--- config.mk ---
export PLATFORM = sky130hd
export DESIGN_NAME = sir_input_reset
export DESIGN_NICKNAME = d
export VERILOG_FILES = /design/src/design/sir_pkg.sv /design/src/design/sir_debounce.sv /design/src/design/sir_input_reset.sv
export SDC_FILE = /design/constraint.sdc
export NUM_CORES = 1
export LEC_CHECK = 0
export BUFFER_PORTS_ARGS = -buffer_cell sky130_fd_sc_hd__buf_2
export CAP_MARGIN = 5
export CORE_MARGIN = 2
export CORE_UTILIZATION = 40
export DETAILED_ROUTE_END_ITERATION = 7
export HOLD_SLACK_MARGIN = 0.1
export SLEW_MARGIN = 20
export SYNTH_ARGS = -nofsm -noshare
export SYNTH_HDL_FRONTEND = slang
export SYNTH_SLANG_ARGS = --single-unit
--- constraint.sdc ---
create_clock -name i_sys_clk -period 3.3 [get_ports i_sys_clk]
set_clock_uncertainty 0.05 [all_clocks]
set_input_delay 0.825 -clock i_sys_clk [delete_from_list [all_inputs] [get_ports i_sys_clk]]
set_output_delay 0.825 -clock i_sys_clk [all_outputs]
set_load 0.02 [all_outputs]
--- src/design/sir_pkg.sv ---
// constants and types shared by the safety input and reset logic
package sir_pkg;

	localparam int SIR_MS_W = 11;

	////////////////////////////////////////////////////////////////////
	// clock and millisecond enable
	localparam int SIR_CLK_PERIOD_NS = 32'h0000_0005;
	localparam int SIR_MS_NS = 32'h000F_4240;
	localparam int SIR_CYC_PER_MS = SIR_MS_NS / SIR_CLK_PERIOD_NS;

	////////////////////////////////////////////////////////////////////
	// debounce limits, in ms
	localparam logic [SIR_MS_W-1:0] SIR_HL_MIN_MS = 11'h006;
	localparam logic [SIR_MS_W-1:0] SIR_HL_MAX_MS = 11'h064;
	localparam logic [SIR_MS_W-1:0] SIR_HL_DEF_MS = 11'h006;
	localparam logic [SIR_MS_W-1:0] SIR_LH_MIN_MS = 11'h00A;
	localparam logic [SIR_MS_W-1:0] SIR_LH_MAX_MS = 11'h1F4;
	localparam logic [SIR_MS_W-1:0] SIR_LH_DEF_MS = 11'h032;
	localparam logic [SIR_MS_W-1:0] SIR_MUTE_MAX_MS = 11'h5DC;
	localparam logic [SIR_MS_W-1:0] SIR_FIXED_MS = 11'h032;
	localparam logic [SIR_MS_W-1:0] SIR_QUIET_MS = 11'h003;

	////////////////////////////////////////////////////////////////////
	// reset pulse high time, in ms
	localparam logic [SIR_MS_W-1:0] SIR_RST_MIN_MS = 11'h12C;
	localparam logic [SIR_MS_W-1:0] SIR_RST_MAX_MS = 11'h7D0;

	////////////////////////////////////////////////////////////////////
	// auxiliary lines, placed after the safety lines
	localparam int SIR_N_AUX = 5;
	localparam int SIR_AUX_MRST = 0;
	localparam int SIR_AUX_SRST = 1;
	localparam int SIR_AUX_ONOFF = 2;
	localparam int SIR_AUX_MUTE = 3;
	localparam int SIR_AUX_CANCEL = 4;

	typedef struct packed {
		logic lockout;
		logic fault;
		logic latched;
	} sir_stat_t;

endpackage : sir_pkg

--- src/design/sir_debounce.sv ---
// one-line debounce filter with settle-time limit
`timescale 1ns/100ps
`default_nettype none

module sir_debounce
	import sir_pkg::*;
#(
	parameter logic [SIR_MS_W-1:0] QUIET_MS = SIR_QUIET_MS // quiet time
) (
	input wire logic i_sys_clk, // system clock
	input wire logic i_rst_n, // async reset, active low
	input wire logic i_ms_tick, // one-cycle 1 ms enable
	input wire logic i_raw, // line level, high = Run
	input wire logic [SIR_MS_W-1:0] i_hl_ms, // high-to-low limit
	input wire logic [SIR_MS_W-1:0] i_lh_ms, // low-to-high limit
	output logic o_level, // debounced level
	output logic o_fault // disparity pulse
);

	logic level_r, raw_prev_r, busy_r, fault_r;
	logic [SIR_MS_W-1:0] el_r, qt_r, el_nxt, qt_nxt;

	wire differs = i_raw != level_r;
	wire bounced = i_raw != raw_prev_r;
	wire [SIR_MS_W-1:0] limit = level_r ? i_hl_ms : i_lh_ms;
	wire settle = busy_r && qt_r >= QUIET_MS;
	// too slow to settle: drop to Stop, the safe side
	wire overdue = busy_r && !settle && el_r >= limit;
	wire busy_nxt = (busy_r || differs) && !settle && !overdue;
	wire level_nxt = settle ? i_raw : (overdue ? 1'b0 : level_r);

	assign qt_nxt = (bounced || !busy_nxt) ? '0 :
		qt_r + SIR_MS_W'(i_ms_tick);
	assign el_nxt = !busy_nxt ? '0 : el_r + SIR_MS_W'(i_ms_tick);

	always_ff @(posedge i_sys_clk or negedge i_rst_n) begin
		if (!i_rst_n) begin
			level_r <= 1'b0;
			raw_prev_r <= 1'b0;
			busy_r <= 1'b0;
			fault_r <= 1'b0;
			el_r <= '0;
			qt_r <= '0;
		end else begin
			level_r <= level_nxt;
			raw_prev_r <= i_raw;
			busy_r <= busy_nxt;
			fault_r <= overdue;
			el_r <= el_nxt;
			qt_r <= qt_nxt;
		end
	end

	assign o_level = level_r;
	assign o_fault = fault_r;
endmodule : sir_debounce

`default_nettype wire

--- src/design/sir_input_reset.sv ---
// safety input debounce, reset modes and output permission
`timescale 1ns/100ps
`default_nettype none

module sir_input_reset
	import sir_pkg::*;
#(
	parameter int N_IN = 4, // safety input lines
	parameter int DLY_W = 16, // off-delay width, ms
	parameter int CYC_PER_MS = SIR_CYC_PER_MS // clocks per ms
) (
	input wire logic i_sys_clk, // system clock
	input wire logic i_rst_n, // async reset, active low
	input wire logic [N_IN-1:0] i_safety_raw, // high = Run
	input wire logic [N_IN-1:0] i_ctrl_map, // input controls output
	input wire logic [N_IN-1:0] i_latch_mode, // 1 latch, 0 trip
	input wire logic [N_IN-1:0] i_mute_sensor, // line is mute sensor
	input wire logic i_cfg_default, // use default limits
	input wire logic [SIR_MS_W-1:0] i_hl_ms, // high-to-low limit
	input wire logic [SIR_MS_W-1:0] i_lh_ms, // low-to-high limit
	input wire logic [SIR_MS_W-1:0] i_onoff_hl_ms, // on/off h-l
	input wire logic [SIR_MS_W-1:0] i_onoff_lh_ms, // on/off l-h
	input wire logic i_mrst_raw, // manual reset line
	input wire logic i_system_reset_input_raw, // system reset line
	input wire logic i_onoff_raw, // on/off switch, high = Run
	input wire logic i_mute_en_raw, // mute enable, high = Run
	input wire logic i_cancel_raw, // cancel off-delay line
	input wire logic i_mrst_monitored, // manual reset monitored
	input wire logic i_srst_monitored, // system reset monitored
	input wire logic i_onoff_mapped, // on/off gates the output
	input wire logic i_mute_en_used, // mute enable configured
	input wire logic i_cancel_keep, // 1 keep on, 0 cut off
	input wire logic [DLY_W-1:0] i_off_delay_ms, // 0 = none
	input wire logic i_cfg_change, // configuration altered
	output logic o_safety_out, // safety output, high = on
	output logic [N_IN-1:0] o_run_status, // debounced inputs
	output logic o_onoff_status, // on/off switch status
	output logic o_cancel_ok, // cancel may keep output on
	output logic o_mute_permit, // mute sensors may mute
	output sir_stat_t o_status // lockout, fault, latched
);

	localparam int NL = N_IN + SIR_N_AUX;
	localparam int MS_CW = $clog2(CYC_PER_MS + 1);
	localparam logic [MS_CW-1:0] MS_LAST = MS_CW'(CYC_PER_MS - 1);

	function automatic logic [SIR_MS_W-1:0] clamp_ms(
		input logic [SIR_MS_W-1:0] v,
		input logic [SIR_MS_W-1:0] lo,
		input logic [SIR_MS_W-1:0] hi
	);
		return (v < lo) ? lo : ((v > hi) ? hi : v);
	endfunction : clamp_ms

	////////////////////////////////////////////////////////////////////
	// millisecond enable

	logic [MS_CW-1:0] ms_cnt_r;
	logic ms_tick_r;

	wire ms_wrap = ms_cnt_r == MS_LAST;

	always_ff @(posedge i_sys_clk or negedge i_rst_n) begin
		if (!i_rst_n) begin
			ms_cnt_r <= '0;
			ms_tick_r <= 1'b0;
		end else begin
			ms_cnt_r <= ms_wrap ? '0 : ms_cnt_r + 1'b1;
			ms_tick_r <= ms_wrap;
		end
	end

	////////////////////////////////////////////////////////////////////
	// debounce of every line

	logic [NL-1:0] raw_all;
	logic [NL-1:0] level;
	logic [NL-1:0] fault_vec;
	logic [SIR_MS_W-1:0] hl_all [NL];
	logic [SIR_MS_W-1:0] lh_all [NL];

	assign raw_all = {i_cancel_raw, i_mute_en_raw, i_onoff_raw,
		i_system_reset_input_raw, i_mrst_raw, i_safety_raw};

	for (genvar i = 0; i < NL; i++) begin : g_line
		if (i < N_IN) begin : g_safe
			// mute sensors get the wider upper bound
			wire [SIR_MS_W-1:0] hl_hi = i_mute_sensor[i] ?
				SIR_MUTE_MAX_MS : SIR_HL_MAX_MS;
			wire [SIR_MS_W-1:0] lh_hi = i_mute_sensor[i] ?
				SIR_MUTE_MAX_MS : SIR_LH_MAX_MS;
			assign hl_all[i] = i_cfg_default ? SIR_HL_DEF_MS :
				clamp_ms(i_hl_ms, SIR_HL_MIN_MS, hl_hi);
			assign lh_all[i] = i_cfg_default ? SIR_LH_DEF_MS :
				clamp_ms(i_lh_ms, SIR_LH_MIN_MS, lh_hi);
		end else if (i == N_IN + SIR_AUX_ONOFF) begin : g_onoff
			assign hl_all[i] = clamp_ms(i_onoff_hl_ms,
				SIR_HL_MIN_MS, SIR_HL_MAX_MS);
			assign lh_all[i] = clamp_ms(i_onoff_lh_ms,
				SIR_LH_MIN_MS, SIR_LH_MAX_MS);
		end else begin : g_fixed
			assign hl_all[i] = SIR_FIXED_MS;
			assign lh_all[i] = SIR_FIXED_MS;
		end

		sir_debounce u_db (
			.i_sys_clk(i_sys_clk),
			.i_rst_n(i_rst_n),
			.i_ms_tick(ms_tick_r),
			.i_raw(raw_all[i]),
			.i_hl_ms(hl_all[i]),
			.i_lh_ms(lh_all[i]),
			.o_level(level[i]),
			.o_fault(fault_vec[i])
		);
	end

	////////////////////////////////////////////////////////////////////
	// reset pulse checkers: 0 manual, 1 system

	logic mrst_acc, srst_acc;

	for (genvar k = 0; k < 2; k++) begin : g_rchk
		logic prev_r, done_r, acc;
		logic [SIR_MS_W-1:0] cnt_r;
		wire lvl = level[N_IN + k];
		wire mon = (k == 0) ? i_mrst_monitored :
			i_srst_monitored;
		wire sat = &cnt_r;
		// cnt_r still holds the high time on the falling cycle
		wire in_win = cnt_r >= SIR_RST_MIN_MS &&
			cnt_r <= SIR_RST_MAX_MS;
		wire fall = prev_r && !lvl;
		wire [SIR_MS_W-1:0] cnt_nxt = !lvl ? '0 :
			cnt_r + SIR_MS_W'(ms_tick_r && !sat);
		assign acc = mon ? (fall && in_win) :
			(lvl && !done_r && cnt_r >= SIR_RST_MIN_MS);

		always_ff @(posedge i_sys_clk or negedge i_rst_n) begin
			if (!i_rst_n) begin
				prev_r <= 1'b0;
				done_r <= 1'b0;
				cnt_r <= '0;
			end else begin
				prev_r <= lvl;
				done_r <= lvl && (done_r || acc);
				cnt_r <= cnt_nxt;
			end
		end

	end

	assign mrst_acc = g_rchk[0].acc;
	assign srst_acc = g_rchk[1].acc;

	////////////////////////////////////////////////////////////////////
	// output permission

	logic latch_r, lockout_r, fault_r, out_r, keep_r, dly_act_r;
	logic cancel_prev_r, onoff_r, cancel_ok_r, mute_permit_r;
	logic [DLY_W-1:0] dly_cnt_r;

	wire [N_IN-1:0] run_vec = level[N_IN-1:0];
	wire onoff_lvl = level[N_IN + SIR_AUX_ONOFF];
	wire mute_lvl = level[N_IN + SIR_AUX_MUTE];
	wire cancel_lvl = level[N_IN + SIR_AUX_CANCEL];
	wire any_fault = |fault_vec;

	wire mapped_run = &(run_vec | ~i_ctrl_map);
	wire latch_stop = |(~run_vec & i_ctrl_map & i_latch_mode);
	wire onoff_ok = !i_onoff_mapped || onoff_lvl;
	wire on_req = mapped_run && !latch_r && !lockout_r &&
		onoff_ok;
	wire cancel_rise = cancel_lvl && !cancel_prev_r;

	// keep mode: output held while cancel stays active
	wire keep_nxt = !lockout_r && i_cancel_keep && cancel_lvl &&
		(keep_r || (dly_act_r && cancel_rise));
	wire dly_end = dly_act_r && (on_req || keep_nxt ||
		dly_cnt_r >= i_off_delay_ms ||
		(cancel_rise && !i_cancel_keep));
	wire dly_start = out_r && !on_req && !dly_act_r && !keep_r &&
		i_off_delay_ms != '0;
	wire dly_nxt = !lockout_r && (dly_start ||
		(dly_act_r && !dly_end));
	wire [DLY_W-1:0] dly_cnt_nxt = (dly_act_r && !dly_end) ?
		dly_cnt_r + DLY_W'(ms_tick_r) : '0;
	wire out_nxt = !lockout_r && (on_req || dly_nxt || keep_nxt);

	// a Stop arriving with the reset wins over the clear
	wire latch_nxt = latch_stop ||
		(latch_r && !(mrst_acc && mapped_run));
	wire lockout_nxt = any_fault || i_cfg_change ||
		(lockout_r && !srst_acc);
	wire fault_nxt = any_fault || (fault_r && !srst_acc);
	wire mute_nxt = !i_mute_en_used || mute_lvl;

	always_ff @(posedge i_sys_clk or negedge i_rst_n) begin
		if (!i_rst_n) begin
			latch_r <= 1'b0;
			lockout_r <= 1'b0;
			fault_r <= 1'b0;
			out_r <= 1'b0;
			keep_r <= 1'b0;
			dly_act_r <= 1'b0;
			dly_cnt_r <= '0;
			cancel_prev_r <= 1'b0;
			onoff_r <= 1'b0;
			cancel_ok_r <= 1'b0;
			mute_permit_r <= 1'b0;
		end else begin
			latch_r <= latch_nxt;
			lockout_r <= lockout_nxt;
			fault_r <= fault_nxt;
			out_r <= out_nxt;
			keep_r <= keep_nxt;
			dly_act_r <= dly_nxt;
			dly_cnt_r <= dly_cnt_nxt;
			cancel_prev_r <= cancel_lvl;
			onoff_r <= onoff_lvl;
			cancel_ok_r <= dly_nxt && i_cancel_keep;
			mute_permit_r <= mute_nxt;
		end
	end

	assign o_safety_out = out_r;
	assign o_run_status = run_vec;
	assign o_onoff_status = onoff_r;
	assign o_cancel_ok = cancel_ok_r;
	assign o_mute_permit = mute_permit_r;
	assign o_status = '{lockout: lockout_r, fault: fault_r,
		latched: latch_r};
endmodule : sir_input_reset

`default_nettype wire

==> results of run 1 <==
-- cell usage after synthesis, drive strengths merged, types with 4 or more instances --
| library cell | count |
|---|---|
| clkbuf | 28 |
| nor3 | 31 |
| inv | 79 |
| nor2 | 291 |
| and2 | 13 |
| buf | 30 |
| or2 | 5 |
| dfrtp | 305 |
| nor4 | 26 |
| o311a | 5 |
| nand3 | 148 |
| xor2 | 134 |
| a21boi | 16 |
| o22a | 4 |
| nand4 | 28 |
| or4 | 10 |
| o22ai | 14 |
| a221oi | 5 |
| mux2 | 8 |
| o21a | 8 |
| or3 | 8 |
| nand2 | 119 |
| o2111ai | 7 |
| ha | 150 |
| a32o | 7 |
| o211ai | 15 |
| a21oi | 120 |
| a21o | 5 |
| and3 | 53 |
| mux2i | 6 |
| a211oi | 26 |
| o32ai | 4 |
| xnor2 | 82 |
| nor2b | 20 |
| o31ai | 13 |
| and4 | 11 |
| nand2b | 10 |
| o21ai | 68 |
| a31oi | 17 |
| a211o | 10 |
-- timing repair --
action                                  4_1_cts  5_1_grt
hold endpoints to repair                      0        0
endpoints found under the setup margin      100      107
gates resized for setup                     176       71
cloned                                        9        0
buffers inserted                             22        5
pin swaps                                    79       61
-- power groups by stage --
| stage | registers [mW] | clock network, mW | logic [mW] |
|---|---|---|---|
| 3_3_place_gp | 4.03 | 0 | 2.05 |
| 3_5_place_dp | 4.04 | 0 | 2.11 |
| 2_1_floorplan | 3.98 | 0 | 1.36 |
| 4_1_cts | 3.97 | 3.90 | 2.43 |
| 6_report | 3.98 | 3.79 | 2.57 |
| 5_1_grt | 3.99 | 4.07 | 2.81 |
-- registers in the layout, indices dropped and copies added, names as in the netlist, 9 cells and up --
name and flops:
g_line.u_db.raw_prev_r 9, g_rchk.cnt_r 22, dly_cnt_r 16, g_line.u_db.o_fault 9
g_line.u_db.busy_r 9, g_line.u_db.o_level 9, g_line.u_db.el_r 99, ms_cnt_r 18
g_line.u_db.qt_r 99
-- metal layers --
metal  up-vias  GRT usage (%)  wire (um)
met5         -              0         13
met4         2           5.01       1050
met3        83           3.05       1990
met2       268           31.6      21500
met1      7465           25.8      21200
li1       7582              -          -
-- how the worst max path moves through the flow --
stage / to / slack (ns)
2_1_floorplan: g_line[1].u_db.el_r[10] / -0.64
3_3_place_gp: g_line[3].u_db.qt_r[0] / -0.96
3_5_place_dp: g_line[3].u_db.qt_r[1] / -1.06
4_1_cts: g_line[1].u_db.qt_r[0] / -0.40
5_1_grt: g_line[1].u_db.el_r[10] / -0.53
6_report: g_line[3].u_db.qt_r[9] / -0.34
-- final cells by class --
cell class / count / area (um2) / share of cell area, %
Inverter: 80 / 315 / 1.34
Clock inverter: 11 / 149 / 0.635
Timing Repair Buffer: 311 / 2380 / 10.2
Tap cell: 600 / 751 / 3.20
Clock buffer: 45 / 953 / 4.07
Multi-Input combinational cell: 1531 / 11300 / 48.0
Sequential cell: 305 / 7630 / 32.5
-- logic make-up (layout without fill, tap and decap cells) --
kind of cell	count (synthesis)	count (layout)	share of synthesized area (%)
buffers and inverters	138	447	3.28
adders and majority gates	150	150	10.2
xor gates and xnor gates	216	216	10.3
other	1	2	0.0205
DFF	305	305	41.6
AOI/OAI and AO/OA	368	368	13.2
muxes	14	14	0.819
and+or+nand+nor	781	781	20.5
-- worst register-to-register path: stages, from the launching register on --
cell and delay, ns:
dfrtp_1 0.33, buf_4 0.23, inv_1 0.21, nor4_4 0.44, a211oi_2 0.07, ha_1 0.31
a211o_1 0.26, o211ai_1 0.11, o2111ai_2 0.18, buf_4 0.18, nand2_4 0.06, a31oi_4 0.10
buf_6 0.17, nor2b_1 0.13
==> impl_metrics.toml, run 1 <==
[critical_path]
crit_path_start_kind = "input pin"
worstPathRequired_ns = 3.69
crit_family = "compound AO/OA/AOI/OAI gates"
cp.buffers_inverters = 8
regToRegStartpoint = "g_line[0].u_db.o_level"
crit_cells = 20
path_class = "input pin to register"
cp-end-kind = "register"
startpoint = "i_mute_sensor[3]"
crit_chain = "buf_8 > clkinvlp_4 > buf_6 > ha_4 > nand3_4 > buf_6 > nor4_4 > buf_4 > or3_4 > buf_6 > a311o_1 > ha_1 > o21a_1 > o211ai_1 > nand2_1 > a21oi_2 > buf_4 > o21ai_4 > buf_6 > a21oi_2"
timing.rr.end = "g_line[0].u_db.el_r[1]"
worst_path_max_delay_cell = "or3_4"
crit_fanout = 6
r2r_slack_ns = 0.39
worstPathArrival_ns = 4.03
rr_worst_depth = 13
timing.critical_path.mode_cell = "buf_6"
critical-path-max-stage-delay_ns = 0.37

[clock_network]
cts_buffer_depth = 3
cts_made_buffers = 35
clkTransAtPathRegs_ns = 0.06
clockRootBuffer = "clkbuf_16"
cts_tree = "done"
h-tree-depth = 2
holdBufCountCts = 0
clock_latency_ns = 0.52
clock-sinks = 305

[detailed_routing]
routed_wl_um = 45700
drc = 0
first_pass_iters = 5
detail_route.wl_per_cell_um = 15.8
vias_per_cell = 5.34
vias = 15400
ant_nets = 0
drt-initial-drc-count = 795

[placed_design]
dp_hpwl_um = 32400
dpl_worst_slack_ns = -1.06
placed_cells = 2791
gp_congestion = 0.896
post_dp_cell_area_um2 = 21100
io_buffer_count = 100

[timing]
worst_slew_pin_slew_ns = 0.782
slew_headroom_pct = 47.5
drv_slew = 0
rsz0062_at_grt = "yes"
timing.final.crit_share_pct = 110
fmax_mhz = 275
fin_crit_ns = 3.64
final-hold-violation-count = 0
holdWs_ns = 0.226
setup_ws_ns = -0.342
setup_viol = 100
fin_tns_setup_ns = -27.95

[die]
start_util_pct = 40.5
die_w_um = 218
core_area_um2 = 45300
die_area_um2 = 47600
die_h_um = 218
rows = 78
io_pins = 101

[grt]
gr-total-overflow = 0
first_global_vias = 15268
grt.total_usage_pct = 19.0
antenna_found_initial = 3
grt_pass1_wl_um = 75100
grt_max_degree = 75

[synth]
synth_area_per_cell_um2 = 9.29
ys.flop_type = "dfrtp_1"
ys_ff_latch = 305
synth_top_area_share_pct = 41.6
synthCells = 1973
synth_cell_types = 73
yosys.area.top_type = "dfrtp_1"
ys_warn_count = 0
synth-edff-count = 0
async_reset_ff_share_pct = 100
ys_seq_area_share_pct = 41.6
synth_area_leaders = "dfrtp_1 42%, ha_1 10%, xor2_1 6.4%"
syn-cell-area_um2 = 18300

[finish]
fillCellCount = 4090
area_delta_synth_final_pct = 27.9
drive_gt1_share_pct = 25.8
final_cell_area_um2 = 23500
final_common_cell = "dfrtp_1"
final_cell_mix = "305 x dfrtp_1, 252 x nor2_1, 173 x buf_4"
fin_util_pct = 51.8
n_antenna_cell = 0
nNetsFinal = 2504
instances_no_fill = 2883

[power_and_ir_drop]
p_int_mw = 7.21
fin_total_pwr_mw = 10.3
p_per_area_nw_per_um2 = 441
clock_power_share_pct = 36.7
leakage_nw = 10.6
switchingPower_mw = 3.13
seq_power_share_pct = 38.5
combPwrFrac_pct = 24.8
ir_drop_mv = 0.307
sw_frac_of_total_pct = 30.2

[status]
status = "finished with violations"
violations = "setup timing"

[run]
maxCapViolCount = 0

[hold_path]
hold_class = "input pin to async pin"
Note: power is estimated with default switching activity, not from simulation.
==> run 2, diff against run 1 <==
Settings changed: CTS_BUF_LIST set to sky130_fd_sc_hd__clkbuf_2 sky130_fd_sc_hd__clkbuf_4 sky130_fd_sc_hd__clkbuf_8.
==> run 2 against run 1 <==
Net effect: the run still ends with setup timing left; clock-buffer cell count increased by 28; largest power group unchanged; register-to-register slack improved by 0.10 ns; clock power barely moved; combinational power down 3%; largest cell class unchanged.
==> impl_metrics.toml, run 2 (same netlist as run 1, synthesis figures left out) <==
[die]
die_area_um2 = 47600
die_w_um = 218
die_h_um = 218
core_area_um2 = 45300
rows = 78
start_util_pct = 40.5
io_pins = 101

[timing]
final-hold-violation-count = 0
timing.final.crit_share_pct = 109
drv_slew = 0
slew_headroom_pct = 45.8
fmax_mhz = 278
fin_tns_setup_ns = -17.23
rsz0062_at_grt = "yes"
setup_ws_ns = -0.292
worst_slew_pin_slew_ns = 0.807
fin_crit_ns = 3.59
holdWs_ns = 0.134
setup_viol = 95

[finish]
n_antenna_cell = 0
seq_area_um2 = 7630
fin_util_pct = 51.6
multiInputGateArea_um2 = 11200
nNetsFinal = 2509
final_cell_mix = "305 x dfrtp_1, 259 x nor2_1, 161 x buf_4"
fillCellCount = 4138
top_regs = "g_line.u_db.el_r x99, g_line.u_db.qt_r x99, g_rchk.cnt_r x22"
drive_gt1_share_pct = 26.2
final_common_cell = "dfrtp_1"
area_delta_synth_final_pct = 27.4

[power_and_ir_drop]
switchingPower_mw = 3.20
leakage_nw = 10.6
clock_power_share_pct = 36.9
p_int_mw = 7.07
seq_power_share_pct = 38.7
p_per_area_nw_per_um2 = 440
combPwrFrac_pct = 24.4
ir_drop_mv = 0.279
sw_frac_of_total_pct = 31.2
fin_total_pwr_mw = 10.3

[detailed_routing]
detail_route.wl_per_cell_um = 15.6
routed_wl_um = 45300
vias_per_cell = 5.31
drt-initial-drc-count = 690
first_pass_iters = 5
vias = 15459
ant_nets = 0
drc = 0

[grt]
first_global_vias = 15198
antenna_found_initial = 2
grt_max_degree = 75
grt_pass1_wl_um = 74700
gr-total-overflow = 0
grt.total_usage_pct = 19.1

[status]
violations = "setup timing"
status = "finished with violations"

[clock_network]
clock_latency_ns = 0.62
holdBufCountCts = 0
cts_made_buffers = 52
clock-sinks = 305
clockRootBuffer = "clkbuf_8"
h-tree-depth = 2
cts_tree = "done"
clkTransAtPathRegs_ns = 0.06
cts_buffer_depth = 3

[run]
maxCapViolCount = 0

[critical_path]
crit_fanout = 7
path_class = "input pin to register"
worstPathRequired_ns = 3.74
rr_worst_depth = 12
crit_path_start_kind = "input pin"
worstPathArrival_ns = 4.04
cp-end-kind = "register"

[placed_design]
dp_hpwl_um = 32400
gp_congestion = 0.896
io_buffer_count = 100

[hold_path]
hold_class = "input pin to async pin"
==> run 2: power by group through the flow <==
stage / Sequential (mW) / Combinational, mW / Clock [mW]
2_1_floorplan: 3.98 / 1.36 / 0
3_3_place_gp: 4.03 / 2.05 / 0
3_5_place_dp: 4.04 / 2.11 / 0
4_1_cts: 3.97 / 2.36 / 3.94
5_1_grt: 3.99 / 2.74 / 4.11
6_report: 3.98 / 2.50 / 3.80
==> run 2: layer usage <==
metal | vias to the layer above | track usage, % | routed length (um)
met1 | 7453 | 26.0 | 21200
li1 | 7625 | - | -
met5 | - | 0 | 13
met2 | 299 | 31.0 | 21000
met4 | 2 | 5.49 | 986
met3 | 80 | 3.49 | 2050
==> run 2: final timing paths <==
| kind | slack (ns) | start | endpoint |
|---|---|---|---|
| max in group asynchronous | 2.23 | i_rst_n | g_line[0].u_db.el_r[2] |
| max reg2reg | 0.49 | g_line[0].u_db.o_level | g_line[0].u_db.el_r[3] |
| min in group i_sys_clk | 0.33 | i_mute_en_raw | g_line[7].u_db.raw_prev_r |
| min reg2reg | 0.42 | g_line[8].u_db.o_level | cancel_prev_r |
| min | 0.13 | i_rst_n | g_line[5].u_db.el_r[6] |
| max | -0.29 | i_mute_sensor[2] | g_line[2].u_db.qt_r[9] |
==> run 2: cell type report <==
class | instances | area share (%)
multi-input cells | 1531 | 47.9
flip-flops and latches | 305 | 32.7
repair buffers | 299 | 9.74
clock buffers | 73 | 4.17
well taps | 600 | 3.21
inverters | 80 | 1.35
clock inverters | 25 | 0.927
==> run 2: repair_timing <==
item,CTS,global route
endpoints found under the hold margin,0,0
endpoints found under the setup margin,100,99
setup buffers,16,3
gates cloned,6,0
pin swaps,80,59
gates resized for setup,136,83
==> run 2: worst max-delay path, cell delays in order <==
cell and delay, ns:
buf_8 0.08, clkinvlp_4 0.18, buf_6 0.18, ha_4 0.27
a211oi_4 0.06, nor3b_2 0.21, a21o_1 0.16, o21a_1 0.18
buf_6 0.13, nand3_2 0.08, a32o_1 0.26, ha_1 0.28
and4_1 0.19, o21ai_2 0.06, o2111ai_2 0.24, a21oi_2 0.09
o211ai_1 0.27, buf_4 0.23, a21oi_2 0.06
==> run 2: metrics by stage <==
stage / worst slack (ns) / area [um2] / std cells
2_1_floorplan: -0.643 / 18800 / 1974
3_3_place_gp: -0.955 / 21100 / 2791
3_5_place_dp: -1.06 / 21100 / 2791
4_1_cts: -0.252 / 23000 / 2911
5_1_grt: -0.433 / 23400 / 2913
6_report: -0.292 / 23400 / 2913
==> run 3, diff against run 2 <==
Settings changed: CORE_UTILIZATION 40 to 50, PLACE_DENSITY set to 0.67.
==> run 3 against run 2 <==
Net effect: the run still ends with setup timing left; largest cell class unchanged; non-clock buffer count shrank 12; via count is essentially flat; highest routed layer is now met4; hold slack gained 0.18 ns.
==> impl_metrics.toml, run 3 (same netlist as run 1, synthesis figures left out) <==
[finish]
drive_gt1_share_pct = 26.0
instances_no_fill = 2763
seq_area_um2 = 7630
final_cell_mix = "305 x dfrtp_1, 264 x nor2_1, 156 x buf_4"
fin_util_pct = 63.5
top_regs = "g_line.u_db.el_r x99, g_line.u_db.qt_r x99, g_rchk.cnt_r x22"
nNetsFinal = 2496
final_common_cell = "dfrtp_1"
fillCellCount = 2977
area_delta_synth_final_pct = 26.0
final_cell_area_um2 = 23100
multiInputGateArea_um2 = 11300
n_antenna_cell = 0

[critical_path]
cp-end-kind = "register"
cp.buffers_inverters = 4
rr_worst_depth = 11
path_class = "input pin to register"
worstPathArrival_ns = 4.05
crit_chain = "buf_8 > clkinvlp_4 > buf_6 > ha_4 > a211o_1 > a221oi_4 > or3_4 > o211ai_1 > a22o_1 > ha_1 > and4_1 > o21ai_2 > o2111ai_2 > nand2_2 > a31oi_4 > buf_8 > nor2b_2"
worstPathRequired_ns = 3.76
worst_path_max_delay_cell = "a221oi_4"
crit_fanout = 6
crit_path_start_kind = "input pin"
r2r_slack_ns = 0.31
timing.rr.end = "g_line[0].u_db.qt_r[6]"
timing.critical_path.mode_cell = "buf_8"
regToRegStartpoint = "g_line[0].u_db.o_level"
crit_family = "compound AO/OA/AOI/OAI gates"
critical-path-max-stage-delay_ns = 0.39

[clock_network]
clock_latency_ns = 0.62
cts_made_buffers = 51
h-tree-depth = 2
clock-sinks = 305
cts_buffer_depth = 3
cts_tree = "done"
clkTransAtPathRegs_ns = 0.06
clockRootBuffer = "clkbuf_8"

[detailed_routing]
drt-initial-drc-count = 743
ant_nets = 0
vias_per_cell = 5.60
vias = 15469
first_pass_iters = 5
detail_route.wl_per_cell_um = 16.3
drc = 0
routed_wl_um = 44900

[timing]
rsz0062_at_grt = "yes"
worst_slew_pin_slew_ns = 0.799
timing.final.crit_share_pct = 109
drv_slew = 0
fmax_mhz = 279
setup_viol = 97
slew_headroom_pct = 46.3
setup_ws_ns = -0.291
final-hold-violation-count = 0
fin_tns_setup_ns = -18.31
fin_crit_ns = 3.59
holdWs_ns = 0.316

[placed_design]
io_buffer_count = 100
placed_cells = 2649
dpl_worst_slack_ns = -1.01
gp_congestion = 0.911
dp_hpwl_um = 31800
post_dp_cell_area_um2 = 20800

[hold_path]
hold_class = "input pin to register"
whs_path_depth = 2
min-delay-start = "i_mute_en_used"
hold_path_end = "o_mute_permit"

[power_and_ir_drop]
fin_total_pwr_mw = 10.2
p_per_area_nw_per_um2 = 442
ir_drop_mv = 0.317
leakage_nw = 10.6

[status]
status = "finished with violations"
violations = "setup timing"

[grt]
antenna_found_initial = 0
gr-total-overflow = 0
first_global_vias = 15719
grt_pass1_wl_um = 75200
grt.total_usage_pct = 23.8
grt_max_degree = 101

[die]
die_w_um = 195
die_area_um2 = 38200
start_util_pct = 50.4
core_area_um2 = 36300
io_pins = 101
rows = 70
die_h_um = 195

[run]
maxCapViolCount = 0
[run 3: cell count changes in the layout (fill, tap and decap cells not counted), moves of 5 or more]
cell      change
clkbuf_4      +8
buf_6         -5
clkinv_2     -11
ha_1          -5
nor2_2        -9
buf_4         -5
ha_4          +5
o21ai_1       +5
a21oi_2       +7
a21oi_1       -8
nor2_1        +5
[run 3: how the worst max path moves through the flow]
stage / start / endpoint / slack (ns) / depth (start not counted)
floorplan: i_mute_sensor[1] / g_line[1].u_db.el_r[10] / -0.64 / 16
global placement: i_mute_sensor[1] / g_line[1].u_db.qt_r[0] / -0.92 / 18
detailed placement: i_mute_sensor[1] / g_line[1].u_db.qt_r[0] / -1.01 / 17
CTS: i_mute_sensor[1] / g_line[1].u_db.qt_r[1] / -0.16 / 17
global route: i_mute_sensor[2] / g_line[2].u_db.qt_r[6] / -0.38 / 18
finish: i_mute_sensor[1] / g_line[1].u_db.el_r[1] / -0.29 / 17
[run 3: timing repair]
item / CTS / global route
endpoints found under the hold margin: 28 / 0
gates resized for setup: 146 / 85
pin swaps: 83 / 65
buffers inserted: 10 / 7
setup endpoints to repair: 100 / 100
gates cloned: 4 / 1
hold buffers: 1 / 0
[run 3: worst register-to-register path: stages, from the launching register on]
cell       delay, ns
dfrtp_1         0.58
inv_1           0.26
nor4_4          0.44
a211oi_2        0.08
ha_1            0.34
a211o_1         0.26
o211ai_1        0.10
o2111ai_2       0.18
a21oi_2         0.19
o211ai_1        0.13
buf_4           0.20
a21oi_2         0.13
[run 3: report_power, final]
part / internal (mW) / leakage [nW] / switching (mW)
sequential: 3.84 / 4.15 / 0.148
combinational: 1.04 / 5.79 / 1.42
clock: 2.22 / 0.619 / 1.55
[run 3: cell type report]
cell class                 count  area share (%)
multi-input combinational   1531            48.8
clock buffer                  81            4.48
tap                          468            2.54
timing repair buffer         287            9.21
inverter                      80            1.37
clock inverter                11           0.591
sequential                   305            33.1
[run 3: per-layer routing]
layer	vias up	track usage, %	part of all wire [%]
met1	7489	31.6	46
met3	108	4.53	4.4
met5	-	0	0
met2	288	38.6	46
met4	0	9.36	3.4
li1	7584	-	-
